==> src/rtl/sdmc_cfg.svh <==
// Constants for the SDRAM calibration-read and loop-off sequencing controller.
// Assumes the controller clock is 50 MHz and the DRAM command bus is sampled on its clock.
`ifndef SDMC_CFG_SVH
`define SDMC_CFG_SVH

// Software register offsets
`define SDMC_REG_CTRL      8'h00
`define SDMC_REG_STATUS    8'h04
`define SDMC_REG_PATTERN   8'h08
`define SDMC_REG_MRVAL     8'h0C
// Control fields
`define SDMC_CTRL_CAL      0
`define SDMC_CTRL_CHOP     1
`define SDMC_CTRL_HALF     2
`define SDMC_CTRL_LOOPOFF  3
`define SDMC_CTRL_ODTEN    4
`define SDMC_CTRL_ZQ       5
`define SDMC_CTRL_LOCKED   6
// Mode register field positions and values
`define SDMC_MR1_LOOPOFF   0
`define SDMC_MR3_CALEN     2
`define SDMC_MR_CHOP_OTF   12
`define SDMC_CAS_SIX       4'h6
`define SDMC_MR_RESET      16'h0000
// Timing counts, in link clock cycles
`define SDMC_TMOD          12
`define SDMC_TCKSRE        10
`define SDMC_TCKSRX        10
`define SDMC_TXS           64
`define SDMC_TZQOPER       512
`define SDMC_READ_LAT      6

`endif

==> src/rtl/sdmc_pkg.sv <==
// Types for the SDRAM calibration-read and loop-off controller.
// Assumes nothing beyond a SystemVerilog compiler.
`default_nettype none
package sdmc_pkg;
  typedef enum logic [3:0] {
    ST_IDLE, ST_CAL_MR, ST_CAL_RD, ST_CAL_CAP, ST_CAL_EXIT,
    ST_OFF_MR1, ST_OFF_WMOD, ST_OFF_SRE, ST_OFF_CKS, ST_OFF_SRX,
    ST_OFF_WXS, ST_OFF_MR, ST_OFF_ZQ, ST_OFF_WEND
  } sdmc_state_e;
  typedef enum logic [2:0] {
    CMD_NOP, CMD_DESEL, CMD_MRS, CMD_READ, CMD_SRE, CMD_SRX, CMD_ZQCL
  } sdmc_cmd_e;
endpackage : sdmc_pkg
`default_nettype wire

==> src/rtl/sdmc_ctrl.sv <==
// Controller that drives DRAM command pins for calibration reads and loop-off entry.
// Assumes the DRAM clock arrives as DCK from outside and commands are launched on its rising edge.
//
// Our own choices: the register offsets and the strobed register port.
`include "sdmc_cfg.svh"
`default_nettype none
module sdmc_ctrl #(
  parameter int TXS_CYC    = `SDMC_TXS,
  parameter int TZQ_CYC    = `SDMC_TZQOPER,
  parameter int READ_LAT   = `SDMC_READ_LAT
) (
  // Clock and reset
  input  wire logic        CLK,
  input  wire logic        RST,
  // Software port
  input  wire logic [7:0]  ADDR,
  input  wire logic [31:0] WDATA,
  input  wire logic        WR,
  input  wire logic        RD,
  output logic      [31:0] RDATA,
  // DRAM clock input
  input  wire logic        DCK,
  // DRAM command pins
  output logic             CS_N,
  output logic             RAS_N,
  output logic             CAS_N,
  output logic             WE_N,
  output logic             CKE,
  output logic             ODT,
  output logic      [2:0]  BA,
  output logic      [15:0] A,
  // DRAM data lanes
  input  wire logic [7:0]  DQ_IN
);
  // ****************************************
  // State
  // ****************************************
  typedef struct packed {
    sdmc_pkg::sdmc_state_e st;
    logic [15:0] cnt;
    logic [3:0]  beat;
    logic [7:0]  ctrl;
    logic [7:0]  pattern;
    logic        busy;
    logic        loop_off;
    logic        done;
    logic        err;
    logic        cs_n;
    logic        ras_n;
    logic        cas_n;
    logic        we_n;
    logic        cke;
    logic        odt;
    logic [2:0]  ba;
    logic [15:0] a;
    logic [31:0] rdata;
    logic        dck_prev;
    logic [15:0] mrval;
  } sdmc_state_s;

  sdmc_state_s s_q;
  sdmc_state_s s_d;
  logic [1:0]  sync_out;
  logic        dck_s;
  logic [7:0]  dq_s;
  logic        rise;
  logic        fall;

  // ****************************************
  // Link clock and data lanes
  // ****************************************
  // Both come from the device side, so each passes two flops before use.
  // The detected edges trail the pins by about two clocks, well inside
  // the half period of the link clock.
  sdmc_sync #(.W(1)) u_sync_ck (
    .CLK (CLK),
    .RST (RST),
    .D   (DCK),
    .Q   (dck_s)
  );
  sdmc_sync #(.W(8)) u_sync_dq (
    .CLK (CLK),
    .RST (RST),
    .D   (DQ_IN),
    .Q   (dq_s)
  );
  assign sync_out = {dck_s, s_q.dck_prev};
  assign rise     = (sync_out == 2'b10);
  // Read beats come on both link edges
  assign fall     = (sync_out == 2'b01);

  // ****************************************
  // Next state
  // ****************************************
  always_comb begin
    s_d          = s_q;
    s_d.dck_prev = dck_s;
    s_d.rdata    = '0;
    // ****************************************
    // Software port
    // ****************************************
    // Reads answer one cycle later and read zero otherwise
    if (RD) begin
      if (ADDR == `SDMC_REG_CTRL) begin
        s_d.rdata = {24'h000000, s_q.ctrl};
      end else if (ADDR == `SDMC_REG_STATUS) begin
        s_d.rdata = {24'h000000, 2'h0, s_q.cke, s_q.st == sdmc_pkg::ST_IDLE,
                     s_q.err, s_q.done, s_q.loop_off, s_q.busy};
      end else if (ADDR == `SDMC_REG_PATTERN) begin
        s_d.rdata = {24'h000000, s_q.pattern};
      end else if (ADDR == `SDMC_REG_MRVAL) begin
        s_d.rdata = {16'h0000, s_q.mrval};
      end
    end
    // Writes during an operation are dropped, so software polls busy first
    if (WR && !s_q.busy) begin
      if (ADDR == `SDMC_REG_CTRL) begin
        s_d.ctrl = WDATA[7:0];
        s_d.done = 1'b0;
        s_d.err  = 1'b0;
      end else if (ADDR == `SDMC_REG_MRVAL) begin
        s_d.mrval = WDATA[15:0];
      end
    end
    // ****************************************
    // Command sequencer, one step per link rise
    // ****************************************
    if (rise) begin
      // Default on each link rise is a no-operation so nothing is decoded by accident
      s_d.cs_n  = 1'b0;
      s_d.ras_n = 1'b1;
      s_d.cas_n = 1'b1;
      s_d.we_n  = 1'b1;
      s_d.ba    = 3'h0;
      s_d.a     = 16'h0000;
      if (s_q.cnt != 16'h0000) begin
        s_d.cnt = s_q.cnt - 16'h0001;
      end
      case (s_q.st)
        sdmc_pkg::ST_IDLE: begin
          // Deselect while idle keeps the device from seeing stray commands
          s_d.cs_n = 1'b1;
          s_d.busy = 1'b0;
          if (s_q.ctrl[`SDMC_CTRL_CAL] && !s_q.done) begin
            if (!s_q.ctrl[`SDMC_CTRL_LOCKED] || s_q.loop_off) begin
              // Calibration reads need a locked loop; refuse and report at once
              s_d.err  = 1'b1;
              s_d.done = 1'b1;
            end else begin
              s_d.busy = 1'b1;
              s_d.st   = sdmc_pkg::ST_CAL_MR;
            end
          end else if (s_q.ctrl[`SDMC_CTRL_LOOPOFF] && !s_q.loop_off && !s_q.done) begin
            s_d.busy = 1'b1;
            s_d.odt  = 1'b0;
            s_d.st   = sdmc_pkg::ST_OFF_MR1;
          end
        end
        sdmc_pkg::ST_CAL_MR: begin
          // Mode register three, calibration enable, location zero only
          s_d.ras_n = 1'b0;
          s_d.cas_n = 1'b0;
          s_d.we_n  = 1'b0;
          s_d.ba    = 3'h3;
          s_d.a     = 16'h0000;
          s_d.a[`SDMC_MR3_CALEN] = 1'b1;
          s_d.cnt   = 16'(`SDMC_TMOD);
          s_d.st    = sdmc_pkg::ST_CAL_RD;
        end
        sdmc_pkg::ST_CAL_RD: begin
          if (s_q.cnt == 16'h0000) begin
            s_d.ras_n = 1'b1;
            s_d.cas_n = 1'b0;
            s_d.we_n  = 1'b1;
            s_d.a     = 16'h0000;
            s_d.a[2]  = s_q.ctrl[`SDMC_CTRL_CHOP] & s_q.ctrl[`SDMC_CTRL_HALF];
            s_d.a[`SDMC_MR_CHOP_OTF] = ~s_q.ctrl[`SDMC_CTRL_CHOP];
            s_d.beat    = 4'h0;
            s_d.pattern = 8'h00;
            s_d.cnt     = 16'(READ_LAT);
            s_d.st      = sdmc_pkg::ST_CAL_CAP;
          end
        end
        sdmc_pkg::ST_CAL_CAP: begin
          // Only the latency count runs here; beats are taken below on either edge
        end
        sdmc_pkg::ST_CAL_EXIT: begin
          if (s_q.cnt == 16'(`SDMC_TMOD)) begin
            s_d.ras_n = 1'b0;
            s_d.cas_n = 1'b0;
            s_d.we_n  = 1'b0;
            s_d.ba    = 3'h3;
          end
          if (s_q.cnt == 16'h0000) begin
            // Busy drops with done so software may start the next operation at once
            s_d.busy = 1'b0;
            s_d.done = 1'b1;
            s_d.err  = (s_q.ctrl[`SDMC_CTRL_CHOP] ? s_q.pattern[3:0] != 4'hA
                                                 : s_q.pattern != 8'hAA);
            s_d.st   = sdmc_pkg::ST_IDLE;
          end
        end
        sdmc_pkg::ST_OFF_MR1: begin
          s_d.ras_n = 1'b0;
          s_d.cas_n = 1'b0;
          s_d.we_n  = 1'b0;
          s_d.ba    = 3'h1;
          s_d.a[`SDMC_MR1_LOOPOFF] = 1'b1;
          s_d.cnt   = 16'(`SDMC_TMOD);
          s_d.st    = sdmc_pkg::ST_OFF_WMOD;
        end
        sdmc_pkg::ST_OFF_WMOD: begin
          if (s_q.cnt == 16'h0000) begin
            // Self refresh entry is a refresh command with clock enable low
            s_d.ras_n = 1'b0;
            s_d.cas_n = 1'b0;
            s_d.we_n  = 1'b1;
            s_d.cke   = 1'b0;
            s_d.cnt   = 16'(`SDMC_TCKSRE);
            s_d.st    = sdmc_pkg::ST_OFF_SRE;
          end
        end
        sdmc_pkg::ST_OFF_SRE: begin
          if (s_q.cnt == 16'h0000) begin
            s_d.cnt = 16'(`SDMC_TCKSRX);
            s_d.st  = sdmc_pkg::ST_OFF_CKS;
          end
        end
        sdmc_pkg::ST_OFF_CKS: begin
          if (s_q.cnt == 16'h0000) begin
            s_d.st = sdmc_pkg::ST_OFF_SRX;
          end
        end
        sdmc_pkg::ST_OFF_SRX: begin
          // Exit is a no-operation with clock enable rising; it stays high from here
          s_d.cke = 1'b1;
          s_d.odt = 1'b0;
          s_d.cnt = 16'(TXS_CYC);
          s_d.st  = sdmc_pkg::ST_OFF_WXS;
        end
        sdmc_pkg::ST_OFF_WXS: begin
          if (s_q.cnt == 16'h0000) begin
            // Mode register zero with latency six for loop-off operation
            s_d.ras_n = 1'b0;
            s_d.cas_n = 1'b0;
            s_d.we_n  = 1'b0;
            s_d.ba    = 3'h0;
            s_d.a     = s_q.mrval;
            s_d.a[6:4] = 3'(`SDMC_CAS_SIX - 4'h4);
            // Five rises to the second mode set, then a full update delay after it
            s_d.cnt   = 16'(`SDMC_TMOD) + 16'h0004;
            s_d.st    = sdmc_pkg::ST_OFF_MR;
          end
        end
        sdmc_pkg::ST_OFF_MR: begin
          // The count runs on through the second mode set, so it is issued only once
          if (s_q.cnt == 16'(`SDMC_TMOD)) begin
            // Mode register two, write latency six
            s_d.ras_n = 1'b0;
            s_d.cas_n = 1'b0;
            s_d.we_n  = 1'b0;
            s_d.ba    = 3'h2;
            s_d.a[5:3] = 3'(`SDMC_CAS_SIX - 4'h5);
          end else if (s_q.cnt == 16'h0000) begin
            if (s_q.ctrl[`SDMC_CTRL_ZQ]) begin
              s_d.ras_n = 1'b1;
              s_d.cas_n = 1'b1;
              s_d.we_n  = 1'b0;
              s_d.a[10] = 1'b1;
              s_d.cnt   = 16'(TZQ_CYC);
              s_d.st    = sdmc_pkg::ST_OFF_ZQ;
            end else begin
              s_d.st = sdmc_pkg::ST_OFF_WEND;
            end
          end
        end
        sdmc_pkg::ST_OFF_ZQ: begin
          if (s_q.cnt == 16'h0000) begin
            s_d.st = sdmc_pkg::ST_OFF_WEND;
          end
        end
        sdmc_pkg::ST_OFF_WEND: begin
          // Termination returns only once every update delay has run out
          s_d.loop_off = 1'b1;
          s_d.busy     = 1'b0;
          s_d.done     = 1'b1;
          s_d.odt      = s_q.ctrl[`SDMC_CTRL_ODTEN];
          s_d.st       = sdmc_pkg::ST_IDLE;
        end
        default: begin
          s_d.st = sdmc_pkg::ST_IDLE;
        end
      endcase
    end
    // Beat n lands in pattern bit n. The first beat is launched on a link
    // rise, so a fall alone never starts the capture.
    if (s_q.st == sdmc_pkg::ST_CAL_CAP && s_q.cnt == 16'h0000 &&
        (rise || (fall && s_q.beat != 4'h0))) begin
      s_d.pattern[s_q.beat[2:0]] = dq_s[0];
      s_d.beat = s_q.beat + 4'h1;
      if (s_q.beat + 4'h1 >= (s_q.ctrl[`SDMC_CTRL_CHOP] ? 4'h4 : 4'h8)) begin
        // A chopped burst ends after four beats whichever half was asked for
        s_d.cnt = 16'(`SDMC_TMOD);
        s_d.st  = sdmc_pkg::ST_CAL_EXIT;
      end
    end
  end

  // ****************************************
  // Registers
  // ****************************************
  always_ff @(posedge CLK or posedge RST) begin
    if (RST) begin
      s_q       <= '0;
      s_q.st    <= sdmc_pkg::ST_IDLE;
      s_q.cs_n  <= 1'b1;
      s_q.ras_n <= 1'b1;
      s_q.cas_n <= 1'b1;
      s_q.we_n  <= 1'b1;
      s_q.cke   <= 1'b1;
      s_q.mrval <= `SDMC_MR_RESET;
    end else begin
      s_q <= s_d;
    end
  end

  // ****************************************
  // Outputs
  // ****************************************
  assign RDATA = s_q.rdata;
  assign CS_N  = s_q.cs_n;
  assign RAS_N = s_q.ras_n;
  assign CAS_N = s_q.cas_n;
  assign WE_N  = s_q.we_n;
  assign CKE   = s_q.cke;
  assign ODT   = s_q.odt;
  assign BA    = s_q.ba;
  assign A     = s_q.a;
endmodule : sdmc_ctrl
`default_nettype wire

==> src/rtl/sdmc_sync.sv <==
// Two-flop synchroniser for inputs from the link clock domain.
// Assumes the input is a level or slow edge relative to CLK.
`include "sdmc_cfg.svh"
`default_nettype none
module sdmc_sync #(
  parameter int W = 1
) (
  input  wire logic         CLK,
  input  wire logic         RST,
  input  wire logic [W-1:0] D,
  output logic      [W-1:0] Q
);
  logic [W-1:0] meta_q;
  always_ff @(posedge CLK or posedge RST) begin
    if (RST) begin
      meta_q <= '0;
      Q      <= '0;
    end else begin
      meta_q <= D;
      Q      <= meta_q;
    end
  end
endmodule : sdmc_sync
`default_nettype wire

==> config.mk <==
export PLATFORM = sky130hd
export DESIGN_NAME = sdmc_ctrl
export DESIGN_NICKNAME = d
export VERILOG_FILES = /design/src/rtl/sdmc_pkg.sv /design/src/rtl/sdmc_ctrl.sv /design/src/rtl/sdmc_sync.sv
export VERILOG_INCLUDE_DIRS = /design/src /design/src/rtl
export SDC_FILE = /design/constraint.sdc
export NUM_CORES = 1
export LEC_CHECK = 0
export ABC_CLOCK_PERIOD_IN_PS = 3400
export BUFFER_PORTS_ARGS = -buffer_cell sky130_fd_sc_hd__buf_2
export CORE_AREA = 5 5 129 131
export DETAILED_ROUTE_END_ITERATION = 16
export DIE_AREA = 0 0 134 136
export GPL_ROUTABILITY_DRIVEN = 0
export PLACE_DENSITY = 0.67
export SLEW_MARGIN = 5
export SYNTH_ARGS = -nofsm -noshare
export SYNTH_HDL_FRONTEND = slang
export SYNTH_HIERARCHICAL = 1
export SYNTH_SLANG_ARGS = --single-unit
==> constraint.sdc <==
create_clock -name CLK -period 3.4 [get_ports CLK]
set_clock_uncertainty 0.1 [all_clocks]
set_input_delay 0.68 -clock CLK [delete_from_list [all_inputs] [get_ports CLK]]
set_output_delay 0.68 -clock CLK [all_outputs]
set_load 0.01 [all_outputs]
---- Word level (Yosys, flattened, before mapping) ----
Index checks and enable logic that the tools add are counted.
word-level totals
  bits in registers ....................... 122
  latch bits .............................. 0
  bits in writable memories ............... 0
  memory bits (read-only) ................. 0
  input bits .............................. 53
  output and inout bits ................... 57
  logic and storage cells ................. 166
  memories kept ........................... 0
cells by class
  add/subtract/negate cells ............... 2
  $mul .................................... 0
  div/mod/pow operators ................... 0
  magnitude comparators ................... 3
  equal/unequal tests ..................... 25
  shifts and indexed selects .............. 0
  mux-type cells .......................... 76
  bitwise operators ....................... 3
  reduce and logical (&&, ||, !) cells .... 33
operators by type and width
  cell                                                                  number
  16-bit 2-to-1 mux                                                     8
  20-bit 2-to-1 mux                                                     6
  16-bit one-hot mux with 7 select lines                                1
  24-bit 2-to-1 mux                                                     3
  4-bit one-hot mux with 13 select lines                                1
  37-bit 2-to-1 mux                                                     1
  4-bit 2-to-1 mux                                                      9
  4-bit == test, second input constant                                  6
  8-bit 2-to-1 mux                                                      3
  3-bit one-hot mux with 6 select lines                                 1
  1-bit 2-to-1 mux                                                      17
  16-bit by 4-bit == test with 1-bit output, second input constant      1
  4-bit by 3-bit == test with 1-bit output, second input constant       4
  8-bit by 4-bit == test with 1-bit output, second input constant       2
  16-bit zero test                                                      1
  2-bit 2-to-1 mux                                                      8
  16-bit nonzero test                                                   1
  16-bit by 1-bit subtractor with 16-bit output, second input constant  1
  1-bit one-hot mux with 3 select lines                                 5
  3-bit one-hot mux with 5 select lines                                 1
  13-bit 2-to-1 mux                                                     1
  3-bit AND reduction                                                   4
  5-bit one-hot mux with 2 select lines                                 1
  3-bit 2-to-1 mux                                                      3
  other kinds (32)                                                      53

---- Depth between registers and ports, before layout ----
  depth in word-level cells ............... 9
  gate-level depth with buffers ........... 11
  depth with buffers taken out ............ 10

---- Hierarchy ----
Netlist, hierarchy kept.
by module, submodules not included
  module                 instances  cells each  area an instance (µm²)  seq. area each (µm²)
  sdmc_ctrl              1          574         5534.1                  2483.6
  sdmc_sync (u_sync_dq)  1          17          404.1                   400.4
  sdmc_sync (u_sync_ck)  1          3           53.8                    50.0

---- Worst setup path after synthesis ----
OpenSTA, ideal clock, no wires.
  path kind ............................... register to register
  start ................................... register s_q[98] (netlist name)
  end ..................................... register s_q[98] (netlist name)
  setup time .............................. 0.078 ns
  arrival time ............................ 2.778 ns
  required time ........................... 3.222 ns
  setup slack ............................. 0.444 ns
  stages on the path, launching flop included .. 12
  buffers on the path ..................... 1
  clock period less this slack ............ 2.956 ns
  cells stage by stage .................... dfrtp_1 inv_1 ha_1 or3b_2 nor4_4 inv_2 buf_1 ha_1 nor3_1 a21oi_1 o22a_1 a21oi_1
RTL lines
  element          RTL line         source
  start, declared  sdmc_ctrl.sv:61  sdmc_state_s s_q;

==> out/summary.txt <==
antenna diode count -> 0
cells resized by post-CTS repair -> 0
cell with the largest stage delay on the worst path -> sky130_fd_sc_hd__or3b_2
Vias -> 4,300
max capacitance violation total -> 0
number of sinks on the clock net -> 103
fillers -> 1,494
count of standard-cell rows -> 46
Root Buffer Master -> sky130_fd_sc_hd__clkbuf_16
outcome -> finished clean
via count of the first global-routing pass -> 4,145
most used cells in the layout excluding fill and tap cells -> 98 x sky130_fd_sc_hd__dfrtp_1, 67 x sky130_fd_sc_hd__buf_2, 48 x sky130_fd_sc_hd__nor2_1
Starting Density -> 36.4%
data arrival time of the worst path -> 3.40 ns
area used by sequential logic in the layout -> 2580 sq um
cell area power density -> 460 nW/um^2
area delta synth->final -> 9.45%
buffers added on ports -> 67
gate count of the mapped netlist -> 580
first-pass GRT wire length -> 21.3 mm
setup repair after global routing missed its margin -> false
YS warnings -> 6
worst setup margin -> 0.171 ns
initial antenna violation count -> 0
number of H-tree levels -> 3
min Tclk post-route -> 3.23 ns
clock tree from TritonCTS -> yes
CP Max Fanout -> 18
CP Launch Type -> flop
layout cell share with drive strength beyond 1 -> 22.4%
first-pass detailed-route iteration total -> 5
average instance area after synthesis -> 9.73 sq um
DR vias/cell -> 5.35
setup total negative slack -> 0 ns
leftover overflow at the end of global routing -> 0
kind of capture point of the worst setup path -> flop
Setup violations, final -> 0
maximum clock rate -> 310 MHz
initial DRC count -> 280
number of buffers inserted for hold repair after clock tree synthesis -> 0
area enclosed by the die boundary -> 18,200 sq um
maximum clock insertion buffer count -> 2
antenna-violating nets left -> 0
CP required -> 3.57 ns
Post-Syn Area -> 5640 sq um
clock transition time at the flip-flop clock pins of the worst setup and hold paths -> 0.07 ns
Final Hold Fails -> 0
maximum cell stage delay along the critical path -> 0.55 ns
static leakage -> 2.91 nW
number of buffers created by CTS -> 9
Min-Delay Path Class -> primary input to asynchronous set/reset pin
aggregate routed wire length -> 13.3 mm
worst-path cell chain -> inv_1 > ha_1 > or3b_2 > nor4_4 > inv_2 > ha_1 > nor3_1 > a21oi_1 > o22a_1 > a21oi_1
peak supply drop -> 223 uV
Die Span Y -> 136 um
Avg WL per Cell -> 16.5 um
critical path start-end classification -> flop to flop
I/O pin cnt -> 110
maximum number of pins on one net before global-route repair -> 57
most common cell after layout, fill and taps aside -> sky130_fd_sc_hd__dfrtp_1
multi-input gate area in the final layout -> 2570 sq um
core region area -> 15,500 sq um
clock latency on the worst-skew pair -> 0.35 ns
DRC violation count after routing -> 0
GRT Total Usage -> 14.5%
Worst-Margin Slew -> 0.787 ns
Detail Placement HPWL -> 9.70 mm
pre-CTS setup slack -> 0.264 ns
post-route fraction of the period consumed by the critical path -> 95.0%
worst hold slack -> 0.103 ns
die width -> 134 um
final-report max-slew violation count -> 0
relative slew slack -> 47.5%
number of nets in the finished design -> 667
==> routing by layer <==
layer | share of wire, % | global-route usage (%)
met5 | 0 | 0
met4 | 3.4 | 7.03
met3 | 7.8 | 3.37
met2 | 45 | 22.3
met1 | 44 | 19.3
==> power breakdown <==
part	switching, W	internal [W]
clock	0.000447	0.000591
combinational	0.000224	0.000158
sequential	0.000113	0.00131
==> cell type report <==
type | instances | area share (%)
sequential | 103 | 41.8
multi-input combinational | 399 | 41.6
timing repair buffer | 78 | 6.77
clock buffer | 11 | 3.93
tap | 192 | 3.89
inverter | 16 | 1.01
clock inverter | 5 | 0.912
==> flip-flops by register name, indices dropped and copies added, names as in the netlist, 2 cells and up <==
name and count:
A 14, RDATA 16, s_q 61, BA 2
==> final timing paths <==
| check | startpoint | to | slack [ns] | depth (start not counted) |
|---|---|---|---|---|
| setup / recovery | s_q[98]$_DFF_PP0_ | s_q[98]$_DFF_PP0_ | 0.17 | 10 |
| hold / removal | RST | u_sync_ck/meta_q$_DFF_PP0_ | 0.10 | 2 |
| setup reg to reg | s_q[98]$_DFF_PP0_ | s_q[98]$_DFF_PP0_ | 0.17 | 10 |
| hold reg to reg | u_sync_ck/meta_q$_DFF_PP0_ | u_sync_ck/Q$_DFF_PP0_ | 0.26 | 0 |
| max in group asynchronous | RST | WE_N$_DFFE_PP1P_ | 2.04 | 3 |
| min in group CLK | u_sync_ck/meta_q$_DFF_PP0_ | u_sync_ck/Q$_DFF_PP0_ | 0.26 | 0 |
==> through the flow <==
step                      area [sq um]  instances  power (W)  utilization [%]
after global placement            5870        787    0.00180             37.9
after floorplan                   5710        598    0.00172                -
after detailed placement          5870        787    0.00182             37.9
final                             6170        804    0.00284             39.9
after global routing              6170        804    0.00297             39.9
after CTS                         6170        803    0.00286             39.8
==> worst max-delay path: cells and delay by family (launching register included) <==
family          cells  cell delay [ns]
fa+ha+maj           2             0.65
buf+inv             2             0.38
flops               1             0.42
compound gates      3             0.39
simple gates        3             1.20
==> repair_timing <==
item | CTS | global route
setup endpoints to repair | 0 | 2
endpoints found under the hold margin | 0 | 0
setup buffers | 0 | 1
Note: power is estimated with default switching activity, not from simulation.
